## src/usp_pkg.sv

```systemverilog
// shared constants and types of the asynchronous serial port
package usp_pkg;

    // register indices; the byte address is four times the index
    localparam logic [2:0] IDX_DATA = 3'h0;
    localparam logic [2:0] IDX_IER  = 3'h1;
    localparam logic [2:0] IDX_IIR  = 3'h2;
    localparam logic [2:0] IDX_LCR  = 3'h3;
    localparam logic [2:0] IDX_MCR  = 3'h4;
    localparam logic [2:0] IDX_LSR  = 3'h5;
    localparam logic [2:0] IDX_MSR  = 3'h6;
    localparam logic [2:0] IDX_SCR  = 3'h7;

    // frame_format_control bit positions
    localparam int LCR_STOP  = 2;
    localparam int LCR_PAR   = 3;
    localparam int LCR_EVEN  = 4;
    localparam int LCR_STICK = 5;
    localparam int LCR_BREAK = 6;
    localparam int LCR_DIVISOR_ACCESS_SELECT  = 7;

    // int_enable and modem_output_control bit positions
    localparam int IER_RXD   = 0;
    localparam int IER_TX_HOLD_EMPTY_FLAG  = 1;
    localparam int IER_LINE  = 2;
    localparam int IER_MODEM = 3;
    localparam int MCR_DTR   = 0;
    localparam int MCR_RTS   = 1;
    localparam int MCR_OUT1  = 2;
    localparam int MCR_OUT2  = 3;
    localparam int MCR_LOOP  = 4;

    // reset values
    localparam logic [15:0] DIV_RESET = 16'h000C;
    localparam logic [7:0]  REG_RESET = 8'h00;

    // int_source_id codes
    localparam logic [7:0] IIR_NONE  = 8'h01;
    localparam logic [7:0] IIR_LINE  = 8'h06;
    localparam logic [7:0] IIR_RXD   = 8'h04;
    localparam logic [7:0] IIR_TX_HOLD_EMPTY_FLAG  = 8'h02;
    localparam logic [7:0] IIR_MODEM = 8'h00;

    // sixteenths of a bit, and the data length base
    localparam logic [3:0] TICK_LAST    = 4'hF;
    localparam logic [3:0] TICK_MID     = 4'h7;
    localparam logic [5:0] STOP_ONE     = 6'h10;
    localparam logic [5:0] STOP_ONEHALF = 6'h18;
    localparam logic [5:0] STOP_TWO     = 6'h20;
    localparam logic [2:0] LEN_BASE     = 3'h4;

    // frame sequencer states, gray along the frame
    typedef enum logic [2:0] {
        ST_IDLE  = 3'h0,
        ST_START = 3'h1,
        ST_DATA  = 3'h3,
        ST_PAR   = 3'h2,
        ST_STOP  = 3'h6
    } usp_state_t;

endpackage : usp_pkg

```

## src/usp_serial_port.sv

```systemverilog
// asynchronous serial port with apb register access
//
// Function
// - frame: start, 5-8 data, parity, stop
// - one stop, two, or 1.5 at five bits
// - 16-bit divisor 1..65535 makes 16x tick
// - receiver runs from same 16x tick
// - offset 0 reads rx, writes tx byte
// - access bit maps divisor onto offsets 0,1
// - divisor low bits 7:0, high 15:8
// - enable bits 0-3 per interrupt source
// - id register: pending low, code, zeros
// - length bits 1:0 give 5 to 8
// - stop count, parity, even, stick bits
// - bit 6 break, bit 7 divisor access
// - modem control bits 0-4, rest zero
// - status ready, overrun, parity, framing, break
// - holding empty, shifter empty, bit7 zero
// - modem delta bits and ring trailing edge
// - modem status current input levels, control bits in loopback
`timescale 1ns/10ps
module usp_serial_port #(
    parameter int ADDR_W = 12
) (
    input  wire logic              pclk,
    input  wire logic              presetn,
    input  wire logic              psel,
    input  wire logic              penable,
    input  wire logic              pwrite,
    input  wire logic [ADDR_W-1:0] paddr,
    input  wire logic [31:0]       pwdata,
    output logic      [31:0]       prdata,
    output logic                   pready,
    output logic                   pslverr,
    input  wire logic              ser_in,
    output logic                   ser_out,
    input  wire logic              cts_n,
    input  wire logic              dsr_n,
    input  wire logic              ri_n,
    input  wire logic              dcd_n,
    output logic                   dtr_n,
    output logic                   rts_n,
    output logic                   out1_n,
    output logic                   out2_n,
    output logic                   irq
);
    ////////////////////////////////////////////////////////////////////////////
    // registers and shared signals
    logic [7:0]  dll_r, dlm_r, ier_r, lcr_r, mcr_r, scr_r, rbr_r, thr_r;
    logic        thr_empty_r, dr_r, oe_r, pe_r, fe_r, bi_r;
    logic [3:0]  msr_delta_r, msr_prev_r;
    logic        tick, setup, done, bad_addr, wr, rd;
    logic [2:0]  idx;
    logic [7:0]  rd_data, int_source_id, link_state;
    logic [4:0]  pins_s;
    logic [3:0]  lvl;
    logic [2:0]  len_m1;
    logic [7:0]  len_mask;
    logic [5:0]  stop_len;
    logic        loop;

    assign loop     = mcr_r[usp_pkg::MCR_LOOP];
    assign len_m1   = usp_pkg::LEN_BASE + {1'b0, lcr_r[1:0]};
    assign len_mask = 8'hFF >> (2'h3 - lcr_r[1:0]);
    // half stop only with five-bit characters
    assign stop_len = !lcr_r[usp_pkg::LCR_STOP] ? usp_pkg::STOP_ONE :
                      (lcr_r[1:0] == 2'h0) ? usp_pkg::STOP_ONEHALF : usp_pkg::STOP_TWO;

    ////////////////////////////////////////////////////////////////////////////
    // apb decode: answer in the first access cycle
    assign idx      = paddr[4:2];
    assign bad_addr = (|paddr[ADDR_W-1:5]) | (|paddr[1:0]);
    assign setup    = psel & ~penable;
    assign done     = psel & penable & pready & ~bad_addr;
    assign wr       = done & pwrite;
    assign rd       = done & ~pwrite;

    // ready, error and read data registered in the setup cycle
    always_ff @(posedge pclk or negedge presetn) begin
        if (!presetn) begin
            pready  <= 1'b0;
            pslverr <= 1'b0;
            prdata  <= 32'h00000000;
        end else begin
            pready  <= setup;
            pslverr <= setup & bad_addr;
            prdata  <= (setup & ~pwrite & ~bad_addr) ? {24'h000000, rd_data} : 32'h00000000;
        end
    end

    ////////////////////////////////////////////////////////////////////////////
    // software-written registers
    always_ff @(posedge pclk or negedge presetn) begin
        if (!presetn) begin
            {dlm_r, dll_r} <= usp_pkg::DIV_RESET;
            ier_r <= usp_pkg::REG_RESET;
            lcr_r <= usp_pkg::REG_RESET;
            mcr_r <= usp_pkg::REG_RESET;
            scr_r <= usp_pkg::REG_RESET;
            thr_r <= usp_pkg::REG_RESET;
        end else if (wr) begin
            case (idx)
                usp_pkg::IDX_DATA: begin
                    if (lcr_r[usp_pkg::LCR_DIVISOR_ACCESS_SELECT]) dll_r <= pwdata[7:0];
                    else thr_r <= pwdata[7:0];
                end
                usp_pkg::IDX_IER: begin
                    if (lcr_r[usp_pkg::LCR_DIVISOR_ACCESS_SELECT]) dlm_r <= pwdata[7:0];
                    else ier_r <= {4'h0, pwdata[3:0]};
                end
                usp_pkg::IDX_LCR: lcr_r <= pwdata[7:0];
                usp_pkg::IDX_MCR: mcr_r <= {3'h0, pwdata[4:0]};
                usp_pkg::IDX_SCR: scr_r <= pwdata[7:0];
                default: ;
            endcase
        end
    end

    ////////////////////////////////////////////////////////////////////////////
    // baud tick shared by both directions
    usp_baud_gen #(.DIV_W(16)) u_baud (
        .pclk    (pclk),
        .presetn (presetn),
        .divisor ({dlm_r, dll_r}),
        .tick    (tick)
    );

    // serial input and modem inputs brought into the clock domain
    usp_sync2 #(.WIDTH(5), .INIT(5'h1F)) u_sync (
        .pclk    (pclk),
        .presetn (presetn),
        .din     ({ser_in, dcd_n, ri_n, dsr_n, cts_n}),
        .dout    (pins_s)
    );

    ////////////////////////////////////////////////////////////////////////////
    // transmitter
    usp_pkg::usp_state_t tx_state_r;
    logic [3:0] tx_sub_r;
    logic [2:0] tx_bit_r;
    logic [5:0] tx_stop_r;
    logic [7:0] tx_shift_r;
    logic       tx_par_r, tx_line, tx_wire, tx_load;

    assign tx_load = tick & (tx_state_r == usp_pkg::ST_IDLE) & ~thr_empty_r;

    // line level of the frame in progress
    always_comb begin
        case (tx_state_r)
            usp_pkg::ST_START: tx_line = 1'b0;
            usp_pkg::ST_DATA:  tx_line = tx_shift_r[0];
            usp_pkg::ST_PAR:   tx_line = tx_par_r;
            default:           tx_line = 1'b1;
        endcase
    end
    assign tx_wire = lcr_r[usp_pkg::LCR_BREAK] ? 1'b0 : tx_line;

    // holding register empty flag; a new write beats the load
    always_ff @(posedge pclk or negedge presetn) begin
        if (!presetn) begin
            thr_empty_r <= 1'b1;
        end else begin
            if (tx_load) thr_empty_r <= 1'b1;
            if (wr && idx == usp_pkg::IDX_DATA && !lcr_r[usp_pkg::LCR_DIVISOR_ACCESS_SELECT])
                thr_empty_r <= 1'b0;
        end
    end

    // frame sequencer on the 16x tick
    always_ff @(posedge pclk or negedge presetn) begin
        if (!presetn) begin
            tx_state_r <= usp_pkg::ST_IDLE;
            tx_sub_r   <= 4'h0;
            tx_bit_r   <= 3'h0;
            tx_stop_r  <= 6'h00;
            tx_shift_r <= 8'h00;
            tx_par_r   <= 1'b0;
        end else if (tick) begin
            tx_sub_r <= tx_sub_r + 4'h1;
            case (tx_state_r)
                usp_pkg::ST_IDLE: begin
                    tx_sub_r <= 4'h0;
                    if (!thr_empty_r) begin
                        tx_shift_r <= thr_r & len_mask;
                        tx_par_r   <= lcr_r[usp_pkg::LCR_STICK] ? ~lcr_r[usp_pkg::LCR_EVEN] :
                                      (^(thr_r & len_mask)) ^ ~lcr_r[usp_pkg::LCR_EVEN];
                        tx_state_r <= usp_pkg::ST_START;
                    end
                end
                usp_pkg::ST_START: begin
                    tx_bit_r <= 3'h0;
                    if (tx_sub_r == usp_pkg::TICK_LAST) tx_state_r <= usp_pkg::ST_DATA;
                end
                usp_pkg::ST_DATA: begin
                    if (tx_sub_r == usp_pkg::TICK_LAST) begin
                        tx_shift_r <= {1'b0, tx_shift_r[7:1]};
                        tx_bit_r   <= tx_bit_r + 3'h1;
                        tx_stop_r  <= 6'h00;
                        if (tx_bit_r == len_m1)
                            tx_state_r <= lcr_r[usp_pkg::LCR_PAR] ? usp_pkg::ST_PAR
                                                                  : usp_pkg::ST_STOP;
                    end
                end
                usp_pkg::ST_PAR: begin
                    tx_stop_r <= 6'h00;
                    if (tx_sub_r == usp_pkg::TICK_LAST) tx_state_r <= usp_pkg::ST_STOP;
                end
                usp_pkg::ST_STOP: begin
                    tx_stop_r <= tx_stop_r + 6'h01;
                    if (tx_stop_r == stop_len - 6'h01) tx_state_r <= usp_pkg::ST_IDLE;
                end
                default: tx_state_r <= usp_pkg::ST_IDLE;
            endcase
        end
    end

    ////////////////////////////////////////////////////////////////////////////
    // receiver, sampled mid-bit on the same tick
    usp_pkg::usp_state_t rx_state_r;
    logic [3:0] rx_sub_r;
    logic [2:0] rx_bit_r;
    logic [7:0] rx_shift_r, rx_data;
    logic       rx_in, rx_prev_r, rx_par_r, rx_perr_r, rx_pbit_r, rx_done;

    assign rx_in   = loop ? tx_wire : pins_s[4];
    assign rx_data = rx_shift_r >> (3'h7 - len_m1);
    assign rx_done = tick & (rx_state_r == usp_pkg::ST_STOP) & (rx_sub_r == usp_pkg::TICK_LAST);

    // frame sequencer on the 16x tick
    always_ff @(posedge pclk or negedge presetn) begin
        if (!presetn) begin
            rx_state_r <= usp_pkg::ST_IDLE;
            rx_sub_r   <= 4'h0;
            rx_bit_r   <= 3'h0;
            rx_shift_r <= 8'h00;
            rx_prev_r  <= 1'b1;
            rx_par_r   <= 1'b0;
            rx_perr_r  <= 1'b0;
            rx_pbit_r  <= 1'b0;
        end else if (tick) begin
            rx_prev_r <= rx_in;
            rx_sub_r  <= rx_sub_r + 4'h1;
            case (rx_state_r)
                usp_pkg::ST_IDLE: begin
                    rx_sub_r <= 4'h0;
                    if (rx_prev_r && !rx_in) rx_state_r <= usp_pkg::ST_START;
                end
                usp_pkg::ST_START: begin
                    rx_bit_r  <= 3'h0;
                    rx_par_r  <= 1'b0;
                    rx_perr_r <= 1'b0;
                    rx_pbit_r <= 1'b0;
                    if (rx_sub_r == usp_pkg::TICK_MID) begin
                        rx_sub_r   <= 4'h0;
                        // a short glitch is not a start bit
                        rx_state_r <= rx_in ? usp_pkg::ST_IDLE : usp_pkg::ST_DATA;
                    end
                end
                usp_pkg::ST_DATA: begin
                    if (rx_sub_r == usp_pkg::TICK_LAST) begin
                        rx_shift_r <= {rx_in, rx_shift_r[7:1]};
                        rx_par_r   <= rx_par_r ^ rx_in;
                        rx_bit_r   <= rx_bit_r + 3'h1;
                        if (rx_bit_r == len_m1)
                            rx_state_r <= lcr_r[usp_pkg::LCR_PAR] ? usp_pkg::ST_PAR
                                                                  : usp_pkg::ST_STOP;
                    end
                end
                usp_pkg::ST_PAR: begin
                    if (rx_sub_r == usp_pkg::TICK_LAST) begin
                        rx_pbit_r  <= rx_in;
                        rx_perr_r  <= lcr_r[usp_pkg::LCR_STICK]
                                      ? (rx_in != ~lcr_r[usp_pkg::LCR_EVEN])
                                      : (rx_in != (rx_par_r ^ ~lcr_r[usp_pkg::LCR_EVEN]));
                        rx_state_r <= usp_pkg::ST_STOP;
                    end
                end
                usp_pkg::ST_STOP: begin
                    if (rx_sub_r == usp_pkg::TICK_LAST) rx_state_r <= usp_pkg::ST_IDLE;
                end
                default: rx_state_r <= usp_pkg::ST_IDLE;
            endcase
        end
    end

    // received byte and line status; a new event beats a read clear
    always_ff @(posedge pclk or negedge presetn) begin
        if (!presetn) begin
            rbr_r <= 8'h00;
            dr_r  <= 1'b0;
            oe_r  <= 1'b0;
            pe_r  <= 1'b0;
            fe_r  <= 1'b0;
            bi_r  <= 1'b0;
        end else begin
            if (rd && idx == usp_pkg::IDX_DATA && !lcr_r[usp_pkg::LCR_DIVISOR_ACCESS_SELECT]) dr_r <= 1'b0;
            if (rd && idx == usp_pkg::IDX_LSR) begin
                oe_r <= 1'b0;
                pe_r <= 1'b0;
                fe_r <= 1'b0;
                bi_r <= 1'b0;
            end
            if (rx_done) begin
                rbr_r <= rx_data;
                dr_r  <= 1'b1;
                if (dr_r) oe_r <= 1'b1;
                if (rx_perr_r) pe_r <= 1'b1;
                if (!rx_in) fe_r <= 1'b1;
                if (!rx_in && rx_data == 8'h00 && !rx_pbit_r) bi_r <= 1'b1;
            end
        end
    end

    ////////////////////////////////////////////////////////////////////////////
    // modem status: levels are active-high views of the low pins, or of the control bits in loopback
    assign lvl = loop ? {mcr_r[usp_pkg::MCR_OUT2], mcr_r[usp_pkg::MCR_OUT1],
                         mcr_r[usp_pkg::MCR_DTR], mcr_r[usp_pkg::MCR_RTS]}
                      : ~pins_s[3:0];

    // change flags; a change beats a read clear
    always_ff @(posedge pclk or negedge presetn) begin
        if (!presetn) begin
            msr_prev_r  <= 4'h0;
            msr_delta_r <= 4'h0;
        end else begin
            msr_prev_r <= lvl;
            if (rd && idx == usp_pkg::IDX_MSR) msr_delta_r <= 4'h0;
            // cts, dsr, carrier on any change, ring on falling level
            if (lvl[0] != msr_prev_r[0]) msr_delta_r[0] <= 1'b1;
            if (lvl[1] != msr_prev_r[1]) msr_delta_r[1] <= 1'b1;
            if (msr_prev_r[2] && !lvl[2]) msr_delta_r[2] <= 1'b1;
            if (lvl[3] != msr_prev_r[3]) msr_delta_r[3] <= 1'b1;
        end
    end

    ////////////////////////////////////////////////////////////////////////////
    // interrupt identification and read data
    always_comb begin
        if (ier_r[usp_pkg::IER_LINE] && (oe_r | pe_r | fe_r | bi_r))
            int_source_id = usp_pkg::IIR_LINE;
        else if (ier_r[usp_pkg::IER_RXD] && dr_r)
            int_source_id = usp_pkg::IIR_RXD;
        else if (ier_r[usp_pkg::IER_TX_HOLD_EMPTY_FLAG] && thr_empty_r)
            int_source_id = usp_pkg::IIR_TX_HOLD_EMPTY_FLAG;
        else if (ier_r[usp_pkg::IER_MODEM] && (|msr_delta_r))
            int_source_id = usp_pkg::IIR_MODEM;
        else
            int_source_id = usp_pkg::IIR_NONE;
    end

    // shifter empty only when idle with nothing held
    assign link_state = {1'b0, thr_empty_r & (tx_state_r == usp_pkg::ST_IDLE),
                  thr_empty_r, bi_r, fe_r, pe_r, oe_r, dr_r};

    always_comb begin
        case (idx)
            usp_pkg::IDX_DATA: rd_data = lcr_r[usp_pkg::LCR_DIVISOR_ACCESS_SELECT] ? dll_r : rbr_r;
            usp_pkg::IDX_IER:  rd_data = lcr_r[usp_pkg::LCR_DIVISOR_ACCESS_SELECT] ? dlm_r : ier_r;
            usp_pkg::IDX_IIR:  rd_data = int_source_id;
            usp_pkg::IDX_LCR:  rd_data = lcr_r;
            usp_pkg::IDX_MCR:  rd_data = mcr_r;
            usp_pkg::IDX_LSR:  rd_data = link_state;
            usp_pkg::IDX_MSR:  rd_data = {lvl, msr_delta_r};
            default:           rd_data = scr_r;
        endcase
    end

    ////////////////////////////////////////////////////////////////////////////
    // pin outputs; loopback holds the outside lines inactive
    always_ff @(posedge pclk or negedge presetn) begin
        if (!presetn) begin
            ser_out <= 1'b1;
            dtr_n   <= 1'b1;
            rts_n   <= 1'b1;
            out1_n  <= 1'b1;
            out2_n  <= 1'b1;
            irq     <= 1'b0;
        end else begin
            ser_out <= loop | tx_wire;
            dtr_n   <= loop | ~mcr_r[usp_pkg::MCR_DTR];
            rts_n   <= loop | ~mcr_r[usp_pkg::MCR_RTS];
            out1_n  <= loop | ~mcr_r[usp_pkg::MCR_OUT1];
            out2_n  <= loop | ~mcr_r[usp_pkg::MCR_OUT2];
            irq     <= ~int_source_id[0];
        end
    end
endmodule : usp_serial_port

```

## src/usp_sync2.sv

```systemverilog
// two flip-flop synchroniser for a group of levels
`timescale 1ns/10ps
module usp_sync2 #(
    parameter int               WIDTH = 1,
    parameter logic [WIDTH-1:0] INIT  = '0
) (
    input  wire logic             pclk,
    input  wire logic             presetn,
    input  wire logic [WIDTH-1:0] din,
    output logic      [WIDTH-1:0] dout
);
    logic [WIDTH-1:0] meta_r;

    // first stage feeds only the second
    always_ff @(posedge pclk or negedge presetn) begin
        if (!presetn) begin
            meta_r <= INIT;
            dout   <= INIT;
        end else begin
            meta_r <= din;
            dout   <= meta_r;
        end
    end
endmodule : usp_sync2

```

## src/usp_baud_gen.sv

```systemverilog
// divider that makes the 16x sample tick
`timescale 1ns/10ps
module usp_baud_gen #(
    parameter int DIV_W = 16
) (
    input  wire logic             pclk,
    input  wire logic             presetn,
    input  wire logic [DIV_W-1:0] divisor,
    output logic                  tick
);
    logic [DIV_W-1:0] cnt_r;
    logic [DIV_W-1:0] last;

    // a divisor of zero wraps and divides by the full count range
    assign last = divisor - {{(DIV_W-1){1'b0}}, 1'b1};

    // one tick every divisor clocks
    always_ff @(posedge pclk or negedge presetn) begin
        if (!presetn) begin
            cnt_r <= '0;
            tick  <= 1'b0;
        end else if (cnt_r >= last) begin
            cnt_r <= '0;
            tick  <= 1'b1;
        end else begin
            cnt_r <= cnt_r + {{(DIV_W-1){1'b0}}, 1'b1};
            tick  <= 1'b0;
        end
    end
endmodule : usp_baud_gen

```

## config.mk

```make
export PLATFORM = sky130hd
export DESIGN_NAME = usp_serial_port
export DESIGN_NICKNAME = d
export VERILOG_FILES = /design/src/usp_pkg.sv /design/src/usp_serial_port.sv /design/src/usp_sync2.sv /design/src/usp_baud_gen.sv
export SDC_FILE = /design/constraint.sdc
export NUM_CORES = 1
export LEC_CHECK = 0
export BUFFER_PORTS_ARGS = -buffer_cell sky130_fd_sc_hd__buf_4
export CAP_MARGIN = 20
export CORE_MARGIN = 1.5
export CORE_UTILIZATION = 51
export DETAILED_ROUTE_END_ITERATION = 8
export PLACE_DENSITY = 0.79
export RECOVER_POWER = 50
export SYNTH_ARGS = -nofsm -noshare
export SYNTH_HDL_FRONTEND = slang
export SYNTH_HIERARCHICAL = 1
export SYNTH_SLANG_ARGS = --single-unit
```

## constraint.sdc

```tcl
create_clock -name pclk -period 4.3 [get_ports pclk]
set_clock_uncertainty 0.15 [all_clocks]
set_input_delay 0 -clock pclk [delete_from_list [all_inputs] [get_ports pclk]]
set_output_delay 0 -clock pclk [all_outputs]
set_load 0.05 [all_outputs]
```

==> run_results.csv <==
group,metric,value,unit
power_and_ir_drop,p_clk_share,46.0,%
setup_path,r2r_start,"dll_r[5]",
timing,setup_ws,0.611,ns
synth,synth_area,8640,um2
power_and_ir_drop,p_seq_share,48.4,%
setup_path,crit_chain,"nor4_1 -> nand3_1 -> nor4_1 -> xnor2_1 -> ha_1 -> nand4_2 -> or4_4 -> o311ai_4 -> buf_4 -> nor3_1",
die,coreArea,16600,um2
cts,clk_latency,0.43,ns
setup_path,rr_endpoint,"u_baud/cnt_r[5]",
synth,yosys_warnings,6,
cells_and_area,fill_cells,1377,
die,die_x,133,um
setup_path,crit_top_cell,"nor4_1",
synth,ys_ff_latch,161,
power_and_ir_drop,irDropWorstVdd,0.324,mV
power_and_ir_drop,power_leakage,4.53,nW
setup_path,crit_path_end_kind,"flip-flop",
route,vias,6494,
power_and_ir_drop,switching_share,24.5,%
grt,grt_pass1_wl,33.0,mm
grt,grt_pass1_vias,6392,
timing,post-route-period-util,85.8,%
route,wl,20.2,mm
grt,grt_max_degree,99,
cells_and_area,final_util,59.2,%
cts,cts_buffer_depth,2,
timing,fmax,0.271,GHz
cts,clk_pin_slew,0.06,ns
cts,cts_buffers,17,
cells_and_area,drive_gt1_share,20.4,%
cells_and_area,syn_to_final_growth,13.6,%
route,drtPass1Iterations,6,
timing,rsz0062_at_grt,"no",
route,initialDrtViolationCount,586,
setup_path,reg2reg_depth,10,
setup_path,rrSetupSlack,0.61,ns
cells_and_area,final_area,9820,um2
cts,clkSinkCount,161,
placement,gp_congestion,0.927,
timing,fin_setup_tns,0,ns
placement,pre_cts_ws,0.757,ns
synth,synth_area_per_cell,10.7,um2
setup_path,arrival,3.85,ns
synth,async_flop_share,100,%
synth,synthFlopType,"dfrtp_1",
die,initial_core_util,52.1,%
setup_path,crit_slowest_cell,"nor4_1",
synth,syn_inst,809,
setup_path,max_stage_delay,0.69,ns
placement,dpl.hpwl,13.4,mm
power_and_ir_drop,p_comb_share,5.6,%
cts,post_cts_buffers,0,
timing,slew_violations,99,
die,io_pins,94,
setup_path,crit_end,"u_baud/cnt_r[5]",
grt,antenna_found_initial,0,
min_path,min_path_type,"in -> reg",
power_and_ir_drop,p_per_area,322,nW/um2
cells_and_area,final_nets,952,
route,avgRoutedWirePerCell,18.2,um
setup_path,cp_max_fo,17,
setup_path,cp-startpoint,"dll_r[5]",
synth,ys_seq_area_share,46.9,%
cts,cts_tree,"built",
route,avgViaCountPerCell,5.86,
setup_path,worstSetupPathType,"reg -> reg",
timing,setup_viol,0,
route,ant_nets,0,
min_path,hold_path.startpoint,"ser_in",
grt,overflow,0,
setup_path,required,4.46,ns
cells_and_area,n_antenna_cell,0,
outcome,status,"complete, but fails checks",
grt,grt_usage,23.7,%
placement,placed_area,9050,um2
outcome,violations,"max-capacitance violations, max-slew violations",
power_and_ir_drop,internal-power,0.00239,W
setup_path,critPathLaunchType,"flip-flop",
cts,cts_hold_buffers,27,
route,drc_errors,0,
cts,clockRootBuffer,"clkbuf_16",
timing,finalHoldViolCount,0,
synth,synth-edff-count,0,
cts,cts_resized,0,
die,die_y,133,um
timing,tightestPinTransition,2.41,ns
run,cap_viol_max_count,1,
die,placementRows,47,
power_and_ir_drop,power_switching,0.000775,W
die,dieArea,17700,um2
cts,htreeDepth,4,
power_and_ir_drop,total_power,0.00316,W
synth,yosysUniqueCellTypes,84,
timing,finalCriticalPeriod,3.69,ns
placement,port_buffers,45,
timing,slew_headroom,-60.6,%
==> cell families after synthesis <==
family	Yosys count	share of synthesized area [%]
AO/OA/AOI/OAI	151	11.9
XOR/XNOR	43	4.52
adder cells (fa/ha/maj)	23	3.33
buffers and inverters	79	4.92
flip-flops	161	46.9
multiplexers	92	11.9
other	1	0.0434
AND/OR/NAND/NOR	259	16.5
==> state kept, by name, indices dropped and copies added (netlist names), 5 cells and up <==
| register | count |
|---|---|
| thr_r | 8 |
| rx_shift_r | 8 |
| u_sync/dout | 5 |
| tx_stop_r | 6 |
| dlm_r | 8 |
| u_sync/meta_r | 5 |
| rbr_r | 8 |
| prdata | 8 |
| lcr_r | 8 |
| mcr_r | 5 |
| dll_r | 8 |
| u_baud/cnt_r | 16 |
| tx_shift_r | 8 |
| scr_r | 8 |
==> worst max-delay path, delay by kind of cell (launching register included) <==
kind | cells | cell delay, ns
DFF | 1 | 0.45
and+or+nand+nor | 6 | 2.02
adders and majority gates | 1 | 0.32
xor gates and xnor gates | 1 | 0.12
AOI/OAI and AO/OA | 1 | 0.21
buffers and inverters | 1 | 0.30
==> metrics by stage <==
step	cells	hold slack, ns
after detailed placement	1048	-0.0406
after floorplan	832	-0.446
final	1108	0.0789
after CTS	1107	0.0446
after global placement	1048	-0.0413
after global routing	1108	0.0678
==> cells in the final DEF (no fill, tap or decap), drive strengths merged, types with 27 or more instances in the layout <==
cell type and count:
nand3 33, dlygate4sd3 27, xnor2 27, o21ai 36, clkbuf 47, nand2 77, mux2 72, a21oi 38
nor2 44, dfrtp 142, inv 31, nor3 31
==> routing by layer <==
metal / share of wire (%) / vias to the layer above / routed length (um) / track usage, %
met5: 0 / - / 0 / 0
met4: 1.4 / 0 / 275 / 6.52
met2: 49 / 206 / 9970 / 37.8
met3: 7.0 / 26 / 1420 / 6.77
met1: 42 / 3247 / 8550 / 31.9
li1: - / 3015 / - / -
==> cell usage after synthesis, types with 3 or more instances <==
cell / count / area (um2)
mux2i_1: 19 / 190
clkbuf_1: 11 / 41.3
dfstp_2: 19 / 499
dfrtp_1: 142 / 3550
nor2_1: 42 / 158
a31oi_1: 9 / 56.3
ha_1: 23 / 288
xor2_1: 15 / 131
o2bb2ai_1: 3 / 26.3
nor2b_1: 13 / 81.3
nand2_1: 75 / 282
o21a_1: 5 / 37.5
mux2_2: 63 / 709
o211ai_1: 3 / 22.5
a211oi_1: 6 / 45.0
o21ai_0: 36 / 180
buf_4: 26 / 195
a21oi_1: 38 / 190
nand3_1: 30 / 150
nand2b_1: 5 / 31.3
a21o_1: 9 / 67.6
and3_1: 5 / 31.3
a221oi_1: 3 / 26.3
nand3_4: 3 / 52.6
nor4_1: 14 / 87.6
o31ai_1: 5 / 37.5
a22o_1: 6 / 52.6
nand4_1: 14 / 87.6
nor3_2: 10 / 100
o22ai_1: 3 / 18.8
nor3_1: 20 / 100
xnor2_1: 27 / 236
o41ai_1: 3 / 26.3
inv_1: 25 / 93.8
mux2_1: 8 / 90.1
buf_2: 13 / 65.1
==> power by group through the flow <==
stage                     combinational (W)  sequential, W  clock (W)
after floorplan                   0.0000983        0.00156          0
after global placement             0.000157        0.00156          0
after detailed placement           0.000160        0.00156          0
after CTS                          0.000178        0.00153    0.00148
after global routing               0.000190        0.00153    0.00154
final                              0.000177        0.00153    0.00146
==> worst min path at each step <==
stage / slack (ns) / endpoint / depth (start not counted)
detailed placement: -0.04 / u_sync/meta_r[2] / 1
finish: 0.08 / u_sync/meta_r[4] / 2
floorplan: -0.45 / bi_r / 0
global route: 0.07 / u_sync/meta_r[1] / 2
global placement: -0.04 / u_sync/meta_r[3] / 1
CTS: 0.04 / u_sync/meta_r[2] / 2
==> final cells by class <==
type                    instances  area [um2]  share of cell area (%)
clock inverters                12        92.6                   0.943
multi-input cells             592        4250                    43.3
well taps                     220         275                    2.80
repair buffers                 78         574                    5.85
flip-flops and latches        161        4050                    41.3
inverters                      25        93.8                   0.956
clock buffers                  20         479                    4.88
Power figures use the tool's default switching activity.
